### src/common/fsd_consts.svh
// Timing counts, sector indices and codes for the flash front-end host.
`ifndef FSD_CONSTS_SVH
`define FSD_CONSTS_SVH
`define FSD_CLK_NS 100
`define FSD_T_ACC_NS 80
`define FSD_T_WP_NS 50
`define FSD_T_PWRUP_NS 50000
`define FSD_CEIL_CYC(t) (((t) + `FSD_CLK_NS - 1) / `FSD_CLK_NS)
`define FSD_ACC_CYC `FSD_CEIL_CYC(`FSD_T_ACC_NS)
`define FSD_WP_CYC `FSD_CEIL_CYC(`FSD_T_WP_NS)
`define FSD_PWRUP_CYC `FSD_CEIL_CYC(`FSD_T_PWRUP_NS)
`define FSD_SYNC_CYC 2
`define FSD_RD_CYC (`FSD_ACC_CYC + `FSD_SYNC_CYC)
`define FSD_ID_PROT 2'h2
`define FSD_SEC_LAST 5'h12
`define FSD_SEC_BIG0 5'h04
`define FSD_SEC_MID 5'h03
`endif

### src/common/fsd_pkg.sv
// Types shared by the flash front-end host modules.
package fsd_pkg;
   typedef enum logic [2:0] {
      FSD_OP_READ,
      FSD_OP_WRITE,
      FSD_OP_ID_ENTER,
      FSD_OP_ID_EXIT,
      FSD_OP_ID_READ
   } fsd_op_e;
   typedef struct packed {
      logic wr;
      logic vid;
      logic last;
      logic a_m1;
      logic [18:0] addr;
      logic [15:0] data;
   } fsd_cyc_s;
endpackage

### src/common/fsd_cyc_if.sv
// Carrier of one bus cycle between the sequencer and the pin engine.
`timescale 1ns/1ns
`default_nettype none
interface fsd_cyc_if;
   logic req;
   fsd_pkg::fsd_cyc_s cyc;
   logic byte_mode;
   logic done;
   logic [15:0] rdata;
   modport seq (output req, output cyc, output byte_mode,
                input done, input rdata);
   modport eng (input req, input cyc, input byte_mode,
                output done, output rdata);
endinterface
`default_nettype wire

### src/verilog/fsd_bus_cyc.sv
// Pin engine that runs one flash bus cycle on the device pins.
`timescale 1ns/1ns
`default_nettype none
`include "fsd_consts.svh"
module fsd_bus_cyc (
   // Clock and reset.
   input wire logic i_clk,
   input wire logic i_arst_n,
   // Cycle carrier.
   fsd_cyc_if.eng bus,
   // Device pins.
   output logic o_ce_n,
   output logic o_oe_n,
   output logic o_we_n,
   output logic [18:0] o_addr,
   output logic o_vid,
   output logic [15:0] o_dq,
   output logic [15:0] o_dq_oe_n,
   input wire logic [15:0] i_dq
);
   typedef enum logic [1:0] {BC_IDLE, BC_SETUP, BC_STROBE, BC_RECOV} fsd_bc_e;
   fsd_bc_e bc;
   fsd_bc_e next_bc;
   fsd_pkg::fsd_cyc_s cyc;
   fsd_pkg::fsd_cyc_s next_cyc;
   logic [1:0] cnt;
   logic [15:0] dq_s1;
   logic [15:0] dq_s2;
   logic [15:0] rdata;
   wire logic take = (bc == BC_IDLE) && bus.req;
   wire logic strobe_end = (bc == BC_STROBE) && (cnt == 2'h1);
   wire logic busy = (next_bc != BC_IDLE);
   wire logic drv = busy && next_cyc.wr;

   always_comb
   begin
      unique case (bc)
         BC_IDLE: next_bc = take ? BC_SETUP : BC_IDLE;
         BC_SETUP: next_bc = BC_STROBE;
         BC_STROBE: next_bc = strobe_end ? BC_RECOV : BC_STROBE;
         BC_RECOV: next_bc = BC_IDLE;
      endcase
   end

   assign next_cyc = take ? bus.cyc : cyc;

   always_ff @(posedge i_clk or negedge i_arst_n)
   begin
      if (!i_arst_n)
      begin
         bc <= BC_IDLE;
         cnt <= 2'h0;
         cyc <= '0;
      end
      else
      begin
         bc <= next_bc;
         cyc <= next_cyc;
         if (bc == BC_SETUP)
            cnt <= cyc.wr ? 2'(`FSD_WP_CYC) : 2'(`FSD_RD_CYC);
         else if (bc == BC_STROBE)
            cnt <= cnt - 2'h1;
      end
   end

   // Every strobe comes from a flop and lasts whole clock cycles. [RL7]
   always_ff @(posedge i_clk or negedge i_arst_n)
   begin
      if (!i_arst_n)
      begin
         o_ce_n <= 1'b1;
         o_oe_n <= 1'b1;
         o_we_n <= 1'b1;
         o_vid <= 1'b0;
         o_dq_oe_n <= 16'hFFFF;
      end
      else
      begin
         o_ce_n <= !busy || (next_bc == BC_RECOV); // [RL9]
         o_we_n <= !((next_bc == BC_STROBE) && next_cyc.wr); // [RL9]
         o_oe_n <= !((next_bc == BC_STROBE) && !next_cyc.wr); // [RL8]
         o_vid <= busy && next_cyc.vid; // [RL15]
         o_dq_oe_n[15] <= !(bus.byte_mode || drv); // [RL2]
         o_dq_oe_n[14:8] <= {7{!(drv && !bus.byte_mode)}};
         o_dq_oe_n[7:0] <= {8{!drv}};
      end
   end

   // The data pins pass two flops before the capture reads them.
   always_ff @(posedge i_clk or negedge i_arst_n)
   begin
      if (!i_arst_n)
      begin
         dq_s1 <= 16'h0000;
         dq_s2 <= 16'h0000;
         rdata <= 16'h0000;
      end
      else
      begin
         dq_s1 <= i_dq;
         dq_s2 <= dq_s1;
         if (strobe_end && !cyc.wr)
            rdata <= dq_s2;
      end
   end

   assign o_addr = cyc.addr;
   assign o_dq = {bus.byte_mode ? cyc.a_m1 : cyc.data[15], cyc.data[14:0]};
   assign bus.done = (bc == BC_RECOV);
   assign bus.rdata = rdata;
endmodule
`default_nettype wire

### src/verilog/fsd_host.sv
// Host controller for a bottom-boot flash front end with identification.
`timescale 1ns/1ns
`default_nettype none
`include "fsd_consts.svh"
// Operation
// RL1: Sector index decoded from A18..A12 in bottom-boot order, nineteen sectors.
// RL2: Byte mode uses A18 to A-1, word mode A18 to A0.
// RL3: Identification codes read on low data lines, by command or high voltage.
// RL4: High-voltage read: A9 qualified, A6 low, A1:A0 select the code.
// RL5: Protection check puts the sector address on the top address bits.
// RL6: Upper identification byte is used only in word organisation.
// RL7: Control pulses are whole-cycle flop outputs, never short glitches.
// RL8: Writes are inhibited unless chip and write enables low, output high.
// RL9: A write cycle drives chip and write enables low, output enable high.
// RL10: No write is issued while power comes up after reset.
// RL11: After reset the device is assumed to be in array-read mode.
// RL12: Identification entry writes the full unlock sequence first.
// RL13: Identification mode lasts until the reset command is written.
// RL14: Protect read at low address 02h gives 01h protected, 00h not.
// RL15: High voltage on A9 is a separate qualifier output, no commands.
module fsd_host #(
   parameter logic [18:0] P_UNLK1_ADDR = 19'h00555,
   parameter logic [18:0] P_UNLK2_ADDR = 19'h002AA,
   parameter logic [7:0] P_UNLK1_DATA = 8'hAA,
   parameter logic [7:0] P_UNLK2_DATA = 8'h55,
   parameter logic [7:0] P_ID_CMD = 8'h90,
   parameter logic [7:0] P_RESET_CMD = 8'hF0
) (
   // Clock and reset.
   input wire logic I_MCLK,
   input wire logic I_ARST_N,
   // User request.
   input wire logic I_REQ,
   input wire logic [2:0] I_OP,
   input wire logic [19:0] I_ADDR,
   input wire logic [15:0] I_WDATA,
   input wire logic [1:0] I_ID_SEL,
   input wire logic [4:0] I_SECTOR,
   input wire logic I_HV,
   input wire logic I_BYTE_MODE,
   // User answer.
   output logic O_READY,
   output logic O_DONE,
   output logic O_REFUSED,
   output logic [15:0] O_RDATA,
   output logic O_ID_MODE,
   output logic [4:0] O_SECTOR,
   output logic O_PROTECTED,
   // Device pins.
   output logic O_CE_N,
   output logic O_OE_N,
   output logic O_WE_N,
   output logic O_BYTE_N,
   output logic [18:0] O_ADDR,
   output logic O_A9_VID,
   output logic [15:0] O_DQ,
   output logic [15:0] O_DQ_OE_N,
   input wire logic [15:0] I_DQ
);
   typedef enum logic [1:0] {ST_PWRUP, ST_IDLE, ST_RUN} fsd_hst_e;
   fsd_hst_e st;
   fsd_hst_e next_st;
   logic [9:0] cnt;
   fsd_pkg::fsd_op_e op;
   logic [19:0] addr;
   logic [15:0] wdata;
   logic [1:0] sel;
   logic [4:0] sector;
   logic hv;
   logic byte_mode;
   logic [1:0] step;
   logic id_mode;
   fsd_cyc_if cif();

   // Maps A18..A12 to the sector index.
   function automatic logic [4:0] sector_of(input logic [6:0] hi);
      if (hi[6:3] != 4'h0)
         return {1'b0, hi[6:3]} + `FSD_SEC_MID;
      else if (hi[2])
         return `FSD_SEC_MID;
      else if (hi[1])
         return hi[0] ? 5'h02 : 5'h01;
      else
         return 5'h00;
   endfunction

   // Gives the A18..A12 pattern that selects a sector.
   function automatic logic [6:0] sector_hi(input logic [4:0] idx);
      logic [4:0] t;
      t = idx - `FSD_SEC_MID;
      if (idx >= `FSD_SEC_BIG0)
         return {t[3:0], 3'h0};
      else if (idx == `FSD_SEC_MID)
         return 7'h04;
      else if (idx == 5'h02)
         return 7'h03;
      else if (idx == 5'h01)
         return 7'h02;
      else
         return 7'h00;
   endfunction

   // Request decode.
   wire logic is_idr = (I_OP == fsd_pkg::FSD_OP_ID_READ);
   wire logic bad_op = (I_OP > fsd_pkg::FSD_OP_ID_READ);
   wire logic bad_id = is_idr && !I_HV && !id_mode; // [RL3]
   wire logic bad_wr = (I_OP == fsd_pkg::FSD_OP_WRITE) && id_mode; // [RL13]
   wire logic bad_sec = is_idr && (I_ID_SEL == `FSD_ID_PROT) &&
                        (I_SECTOR > `FSD_SEC_LAST);
   wire logic take = (st == ST_IDLE) && I_REQ;
   wire logic bad = bad_op || bad_id || bad_wr || bad_sec;
   wire logic start = take && !bad;
   wire logic [6:0] req_hi = I_BYTE_MODE ? I_ADDR[19:13] : I_ADDR[18:12];
   wire logic [4:0] req_sec = is_idr ? I_SECTOR : sector_of(req_hi); // [RL1]

   // Cycle selection.
   wire logic op_arr = (op == fsd_pkg::FSD_OP_READ) ||
                       (op == fsd_pkg::FSD_OP_WRITE);
   wire logic op_idr = (op == fsd_pkg::FSD_OP_ID_READ);
   wire logic op_ent = (op == fsd_pkg::FSD_OP_ID_ENTER);
   wire logic op_ext = (op == fsd_pkg::FSD_OP_ID_EXIT);
   wire logic [18:0] pin_addr = byte_mode ? addr[19:1] : addr[18:0]; // [RL2]
   wire logic pin_a_m1 = byte_mode && addr[0]; // [RL2]
   wire logic [4:0] id_sec = (sel == `FSD_ID_PROT) ? sector : 5'h00;
   wire logic [6:0] id_hi = sector_hi(id_sec); // [RL5]
   wire logic [18:0] id_addr = {id_hi, 2'h0, hv, 7'h00, sel}; // [RL4] [RL14]
   wire logic [18:0] cmd_addr = (step == 2'h1) ? P_UNLK2_ADDR : P_UNLK1_ADDR;
   wire logic [7:0] cmd_data = (step == 2'h0) ? P_UNLK1_DATA :
                               (step == 2'h1) ? P_UNLK2_DATA : P_ID_CMD;
   wire logic cyc_wr = !(op == fsd_pkg::FSD_OP_READ) && !op_idr;
   wire logic cyc_last = !op_ent || (step == 2'h2); // [RL12]
   wire logic [18:0] cyc_addr = op_arr ? pin_addr :
                                op_idr ? id_addr :
                                op_ent ? cmd_addr : 19'h00000;
   wire logic [15:0] cyc_data = (op == fsd_pkg::FSD_OP_WRITE) ? wdata :
                                op_ext ? {8'h00, P_RESET_CMD} :
                                {8'h00, cmd_data}; // [RL12]
   wire logic fin = (st == ST_RUN) && cif.done && cyc_last;
   wire logic [15:0] rd_word = byte_mode ? {8'h00, cif.rdata[7:0]} :
                               cif.rdata; // [RL6]

   assign cif.req = (st == ST_RUN);
   assign cif.byte_mode = byte_mode;
   assign cif.cyc = '{wr: cyc_wr,
                      vid: op_idr && hv, // [RL15]
                      last: cyc_last,
                      a_m1: op_arr && pin_a_m1,
                      addr: cyc_addr,
                      data: cyc_data};

   always_comb
   begin
      unique case (st)
         ST_PWRUP: next_st = (cnt == 10'h001) ? ST_IDLE : ST_PWRUP; // [RL10]
         ST_IDLE: next_st = start ? ST_RUN : ST_IDLE;
         ST_RUN: next_st = fin ? ST_IDLE : ST_RUN;
         default: next_st = ST_PWRUP;
      endcase
   end

   always_ff @(posedge I_MCLK or negedge I_ARST_N)
   begin
      if (!I_ARST_N)
      begin
         st <= ST_PWRUP;
         cnt <= 10'(`FSD_PWRUP_CYC); // [RL10]
         step <= 2'h0;
      end
      else
      begin
         st <= next_st;
         if (st == ST_PWRUP)
            cnt <= cnt - 10'h001;
         if (start)
            step <= 2'h0;
         else if (cif.done && !cyc_last)
            step <= step + 2'h1; // [RL12]
      end
   end

   always_ff @(posedge I_MCLK or negedge I_ARST_N)
   begin
      if (!I_ARST_N)
      begin
         op <= fsd_pkg::FSD_OP_READ;
         addr <= 20'h00000;
         wdata <= 16'h0000;
         sel <= 2'h0;
         sector <= 5'h00;
         hv <= 1'b0;
         byte_mode <= 1'b0;
      end
      else if (start)
      begin
         op <= fsd_pkg::fsd_op_e'(I_OP);
         addr <= I_ADDR;
         wdata <= I_WDATA;
         sel <= I_ID_SEL;
         sector <= I_SECTOR;
         hv <= I_HV;
         byte_mode <= I_BYTE_MODE;
      end
   end

   always_ff @(posedge I_MCLK or negedge I_ARST_N)
   begin
      if (!I_ARST_N)
      begin
         id_mode <= 1'b0; // [RL11]
         O_DONE <= 1'b0;
         O_REFUSED <= 1'b0;
         O_RDATA <= 16'h0000;
         O_SECTOR <= 5'h00;
         O_PROTECTED <= 1'b0;
      end
      else
      begin
         if (fin && op_ent)
            id_mode <= 1'b1; // [RL3]
         else if (fin && op_ext)
            id_mode <= 1'b0; // [RL13]
         O_DONE <= fin;
         O_REFUSED <= take && bad;
         if (fin && !cyc_wr)
            O_RDATA <= rd_word; // [RL3]
         if (start)
            O_SECTOR <= req_sec; // [RL1]
         if (fin && op_idr && (sel == `FSD_ID_PROT))
            O_PROTECTED <= cif.rdata[0]; // [RL14]
      end
   end

   fsd_bus_cyc u_eng (
      .i_clk(I_MCLK),
      .i_arst_n(I_ARST_N),
      .bus(cif.eng),
      .o_ce_n(O_CE_N),
      .o_oe_n(O_OE_N),
      .o_we_n(O_WE_N),
      .o_addr(O_ADDR),
      .o_vid(O_A9_VID),
      .o_dq(O_DQ),
      .o_dq_oe_n(O_DQ_OE_N),
      .i_dq(I_DQ)
   );

   assign O_READY = (st == ST_IDLE);
   assign O_ID_MODE = id_mode;
   assign O_BYTE_N = !byte_mode;
endmodule
`default_nettype wire

### config.mk
export PLATFORM = sky130hd
export DESIGN_NAME = fsd_host
export DESIGN_NICKNAME = d
export VERILOG_FILES = /design/src/common/fsd_pkg.sv /design/src/common/fsd_cyc_if.sv /design/src/verilog/fsd_bus_cyc.sv /design/src/verilog/fsd_host.sv
export VERILOG_INCLUDE_DIRS = /design/src /design/src/common
export SDC_FILE = /design/constraint.sdc
export NUM_CORES = 1
export LEC_CHECK = 0
export ABC_AREA = 0
export BUFFER_PORTS_ARGS = -buffer_cell sky130_fd_sc_hd__buf_2
export CAP_MARGIN = 25
export CORE_MARGIN = 2
export CORE_UTILIZATION = 45
export CTS_CLUSTER_DIAMETER = 100
export DETAILED_ROUTE_END_ITERATION = 7
export HOLD_SLACK_MARGIN = 0.05
export PLACE_DENSITY_LB_ADDON = 0.12
export SETUP_SLACK_MARGIN = 0.15
export SLEW_MARGIN = 20
export SYNTH_ARGS = -nofsm -noshare
export SYNTH_HDL_FRONTEND = slang
export SYNTH_HIERARCHICAL = 1
export SYNTH_SLANG_ARGS = --single-unit
### constraint.sdc
create_clock -name I_MCLK -period 1.9 [get_ports I_MCLK]
set_input_delay 0 -clock I_MCLK [delete_from_list [all_inputs] [get_ports I_MCLK]]
set_output_delay 0 -clock I_MCLK [all_outputs]
set_load 0.005 [all_outputs]
==> flow_summary.rst <==
.. list-table::
   :header-rows: 1

   * - Metric
     - Value
   * - Status
     - complete, no violations
   * - Simple-gate portion of the synthesized area
     - 8.33%
   * - Clk sink count
     - 184
   * - Synth-to-Final Area Change
     - 25.0%
   * - Number of max-slew violations in the final report
     - 0
   * - Number of I/O port buffers
     - around 150
   * - Portion of the clock cycle consumed by the worst path in the final layout
     - 92.5%
   * - WP data arrival
     - 2060 ps
   * - Height of the die
     - 141 microns
   * - Worst setup slack before clock tree synthesis
     - 77.9 ps
   * - Fraction of the mapped netlist area in compound gates
     - ~6.4%
   * - Maximum clock skew at final layout
     - approximately 11 ps
   * - Internal power summed over all cells
     - 5.86 mW
   * - Adder and majority gate portion of the synthesized area
     - roughly 2.8%
   * - Total routing usage reported by global routing
     - 18.5%
   * - Total power density per cell area
     - 727 nW/um^2
   * - Worst Max-Slew Pin Slew
     - around 510 ps
   * - Number of DRC violations after detailed routing
     - 0
   * - Post-DR wirelength/cell
     - approximately 16 microns
   * - Diodes inserted
     - 0
   * - Area after DPL
     - 9270 sq um
   * - Core area
     - 18600 sq um
   * - Overflow left after global routing
     - 0
   * - Layout Utilization
     - 56.8%
   * - Share of total power in combinational logic
     - 4.7%
   * - NetSw
     - ~1.8 mW
   * - Post-layout nets
     - ~930
   * - Number of instances in the placed design
     - 991
   * - First-pass detailed-route iteration total
     - 4
   * - Antenna violations before repair
     - 0
   * - Number of failing hold endpoints at the final stage
     - 0
   * - WP data required
     - approximately 2200 ps
   * - Post-Route Setup TNS
     - 0 ps
   * - Routed Wire Length
     - 17.8 mm
   * - Max-capacitance violation count
     - 0
   * - Full die area
     - 19900 sq um
   * - Static power due to leakage
     - 5.43 nW
   * - Standard-cell rows
     - 50
   * - Drt initial violations
     - 276
   * - Post-synthesis sequential area ratio
     - 54.7%
   * - Clock slew at the register clock pins of the worst setup and hold paths
     - 70 ps
   * - Post-route antenna net violation count
     - 0
   * - Primary FF master, synth
     - sky130_fd_sc_hd__dfrtp_1
   * - Via density per instance
     - 5.02
   * - Boundary pin count
     - 149
   * - Clock tree from TritonCTS
     - done
   * - Flops & latches, synth
     - 184
   * - RSZ-0062 raised after global routing
     - yes
   * - Part of the total power dissipated in the clock network
     - 43.7%
   * - Routability-driven placement congestion ratio
     - ~0.81
   * - HPWL after detailed placement
     - ~12 mm
   * - Storage element area
     - 4620 sq um
   * - Post-synthesis async set-or-reset flop share
     - 100%
   * - Largest family of logic cells by synthesized area
     - multiplexers
   * - Setup crit start kind
     - flop
   * - Commonest non-fill, non-tap cells in the layout
     - sky130_fd_sc_hd__dfrtp_1, sky130_fd_sc_hd__buf_2, sky130_fd_sc_hd__mux2_2, sky130_fd_sc_hd__dlygate4sd3_1, sky130_fd_sc_hd__nand2_1
   * - Min Tclk post-route
     - roughly 1800 ps
   * - Switching share of power
     - between 20% and 30%
   * - Post-route worst hold slack
     - 83.4 ps
   * - Number of failing setup endpoints in the final timing report
     - 0
   * - Relative contribution of sequential cells to total power
     - between 50% and 60%
   * - Total vias in the final route
     - 5490
   * - Post-synthesis net count
     - about 740
   * - Number of buffers between clock root and the deepest sink
     - 2
   * - Number of standard cells in the final layout excluding fillers
     - 1094
   * - Fillcell total
     - 1565
   * - Width of the die
     - approximately 140 microns
   * - Vias in the first global route
     - around 5700
   * - Number of unique standard cell types used by synthesis
     - 61
   * - Average size of a mapped cell
     - roughly 13 sq um
   * - Crit-path max FO
     - 4
   * - Global-route wire length before repair
     - 28.9 mm
   * - Kind of critical path
     - reg2reg
   * - Pin count of the biggest net entering global routing
     - 66
   * - Cell count after synthesis
     - 653
   * - Worst relative slew slack
     - 66.1%
   * - Hold WC Path Type
     - in2reg
   * - Cell chosen for the clock root
     - sky130_fd_sc_hd__clkbuf_16
   * - Endpoint kind of the worst setup timing path
     - flop
   * - Minimum setup slack in the final design
     - 143 ps
   * - Clk Latency, worst-skew pair
     - 420 ps
   * - Multi-input gate area in the final layout
     - 3270 sq um
   * - Highest clock frequency the design can meet
     - 569 MHz
   * - Starting density of the core
     - 45.4%
   * - Share of cell area taken by muxes after synthesis
     - between 15 and 20%
   * - Design Area, Final
     - 10500 sq um
   * - Number of clock buffers inserted by TritonCTS
     - 17
   * - Syn. warnings
     - 6
   * - H-Tree Level Count
     - 4
   * - Count of flip-flops with a built-in enable after synthesis
     - 0
   * - Most frequent standard cell in the layout excluding fill and tap cells
     - sky130_fd_sc_hd__dfrtp_1
   * - Fraction of final layout cells sized beyond drive strength 1
     - 42.7%
   * - Xor-xnor portion of the synthesized cell area
     - 1.35%
   * - Maximum vdd drop
     - about 0.52 mV
   * - Netlist Area Pre-Place
     - between 8000 and 9000 sq um
   * - Final total power
     - 7.67 mW
critical path, stage by stage (launching register included):
cell and delay (ps):
sky130_fd_sc_hd__dfrtp_1 370, sky130_fd_sc_hd__inv_2 60, sky130_fd_sc_hd__ha_2 180, sky130_fd_sc_hd__or4b_4 480, sky130_fd_sc_hd__and3_4 200, sky130_fd_sc_hd__nand3_2 60, sky130_fd_sc_hd__mux2_4 290
logic make-up (layout without fill, tap and decap cells):
| group | after synthesis | count (layout) |
|---|---|---|
| DFF | 184 | 184 |
| adders and majority gates | 19 | 19 |
| buffers and inverters | 94 | 301 |
| and+or+nand+nor | 134 | 134 |
| muxes | 135 | 135 |
| AOI/OAI and AO/OA | 74 | 74 |
| xor gates and xnor gates | 13 | 13 |
power by group through the flow:
stage          clock network, mW  logic (mW)  registers [mW]
2_1_floorplan                  0      0.0628            4.03
3_3_place_gp                   0       0.255            4.03
3_5_place_dp                   0       0.264            4.03
4_1_cts                     3.46       0.369            3.96
5_1_grt                     3.63       0.400            3.96
6_report                    3.35       0.362            3.96
flip-flops by register name, indices dropped and copies added (netlist names), 10 cells and up:
register,count
cnt,10
u_eng/o_addr,19
u_eng/dq_s2,16
u_eng/bus.rdata,16
u_eng/dq_s1,16
wdata,16
u_eng/o_dq,15
addr,20
O_RDATA,16
per-layer routing:
layer | global-route usage [%] | routed length [microns] | vias up
met3 | 3.33 | 538 | 20
li1 | - | - | 2609
met2 | 30.5 | 8530 | 128
met1 | 24.8 | 8400 | 2733
met5 | 0 | 0 | -
met4 | 6.32 | 282 | 0
cell usage after synthesis (all sizes together), types with 2 or more instances:
cell type  number  share of area [%]
o21ai          26                1.5
nand3           8               0.47
mux2          113                 17
a31o            2               0.21
and3           12               0.89
ha             19                2.8
o41ai           2               0.43
nor3b           4               0.36
inv            25                1.1
and3b           2               0.21
o32ai           2               0.21
or2             3               0.22
a31oi           4               0.30
dfstp          12                3.7
a21oi          10               0.77
nand2          50                2.3
nor4            2               0.15
clkbuf          8               0.36
o31ai           2               0.18
xor2            2               0.21
or3b            2               0.21
mux2i          22                2.6
dfrtp         172                 51
a211oi          7               0.62
o22ai           4               0.30
nand2b          5               0.37
xnor2          11                1.1
nor2           24                1.1
nor2b           5               0.37
nand3b          3               0.56
nor3            5               0.30
a311oi          2               0.49
o211ai          2               0.18
and2            4               0.30
buf            61                5.6
what timing repair did:
item                                    in CTS  in global routing
endpoints found under the hold margin      241                  0
hold buffers                                65                  0
pin swaps                                    0                  3
endpoints found under the setup margin       4                 55
buffers inserted                             1                  6
gates resized for setup                      3                  6
worst paths after layout:
path,start,endpoint,slack [ps],cells past startpoint
setup / recovery,step[0],O_PROTECTED,140,6
setup reg to reg,step[0],O_PROTECTED,140,6
hold reg to reg,u_eng/dq_s1[9],u_eng/dq_s2[9],350,0
hold / removal,I_BYTE_MODE,byte_mode,80,2
max in group asynchronous,I_ARST_N,u_eng/o_dq_oe_n[7],1030,3
min in group asynchronous,I_ARST_N,u_eng/o_dq[9],90,2
final cells by class:
type / instances / share of cell area [%]
Clock buffer: 17 / 4.03
Inverter: 25 / 0.890
Sequential cell: 184 / 43.8
Timing Repair Buffer: 245 / 16.3
Clock inverter: 14 / 1.22
Tap cell: 234 / 2.78
Multi-Input combinational cell: 375 / 31.0
(Power assumes the default switching activity.)
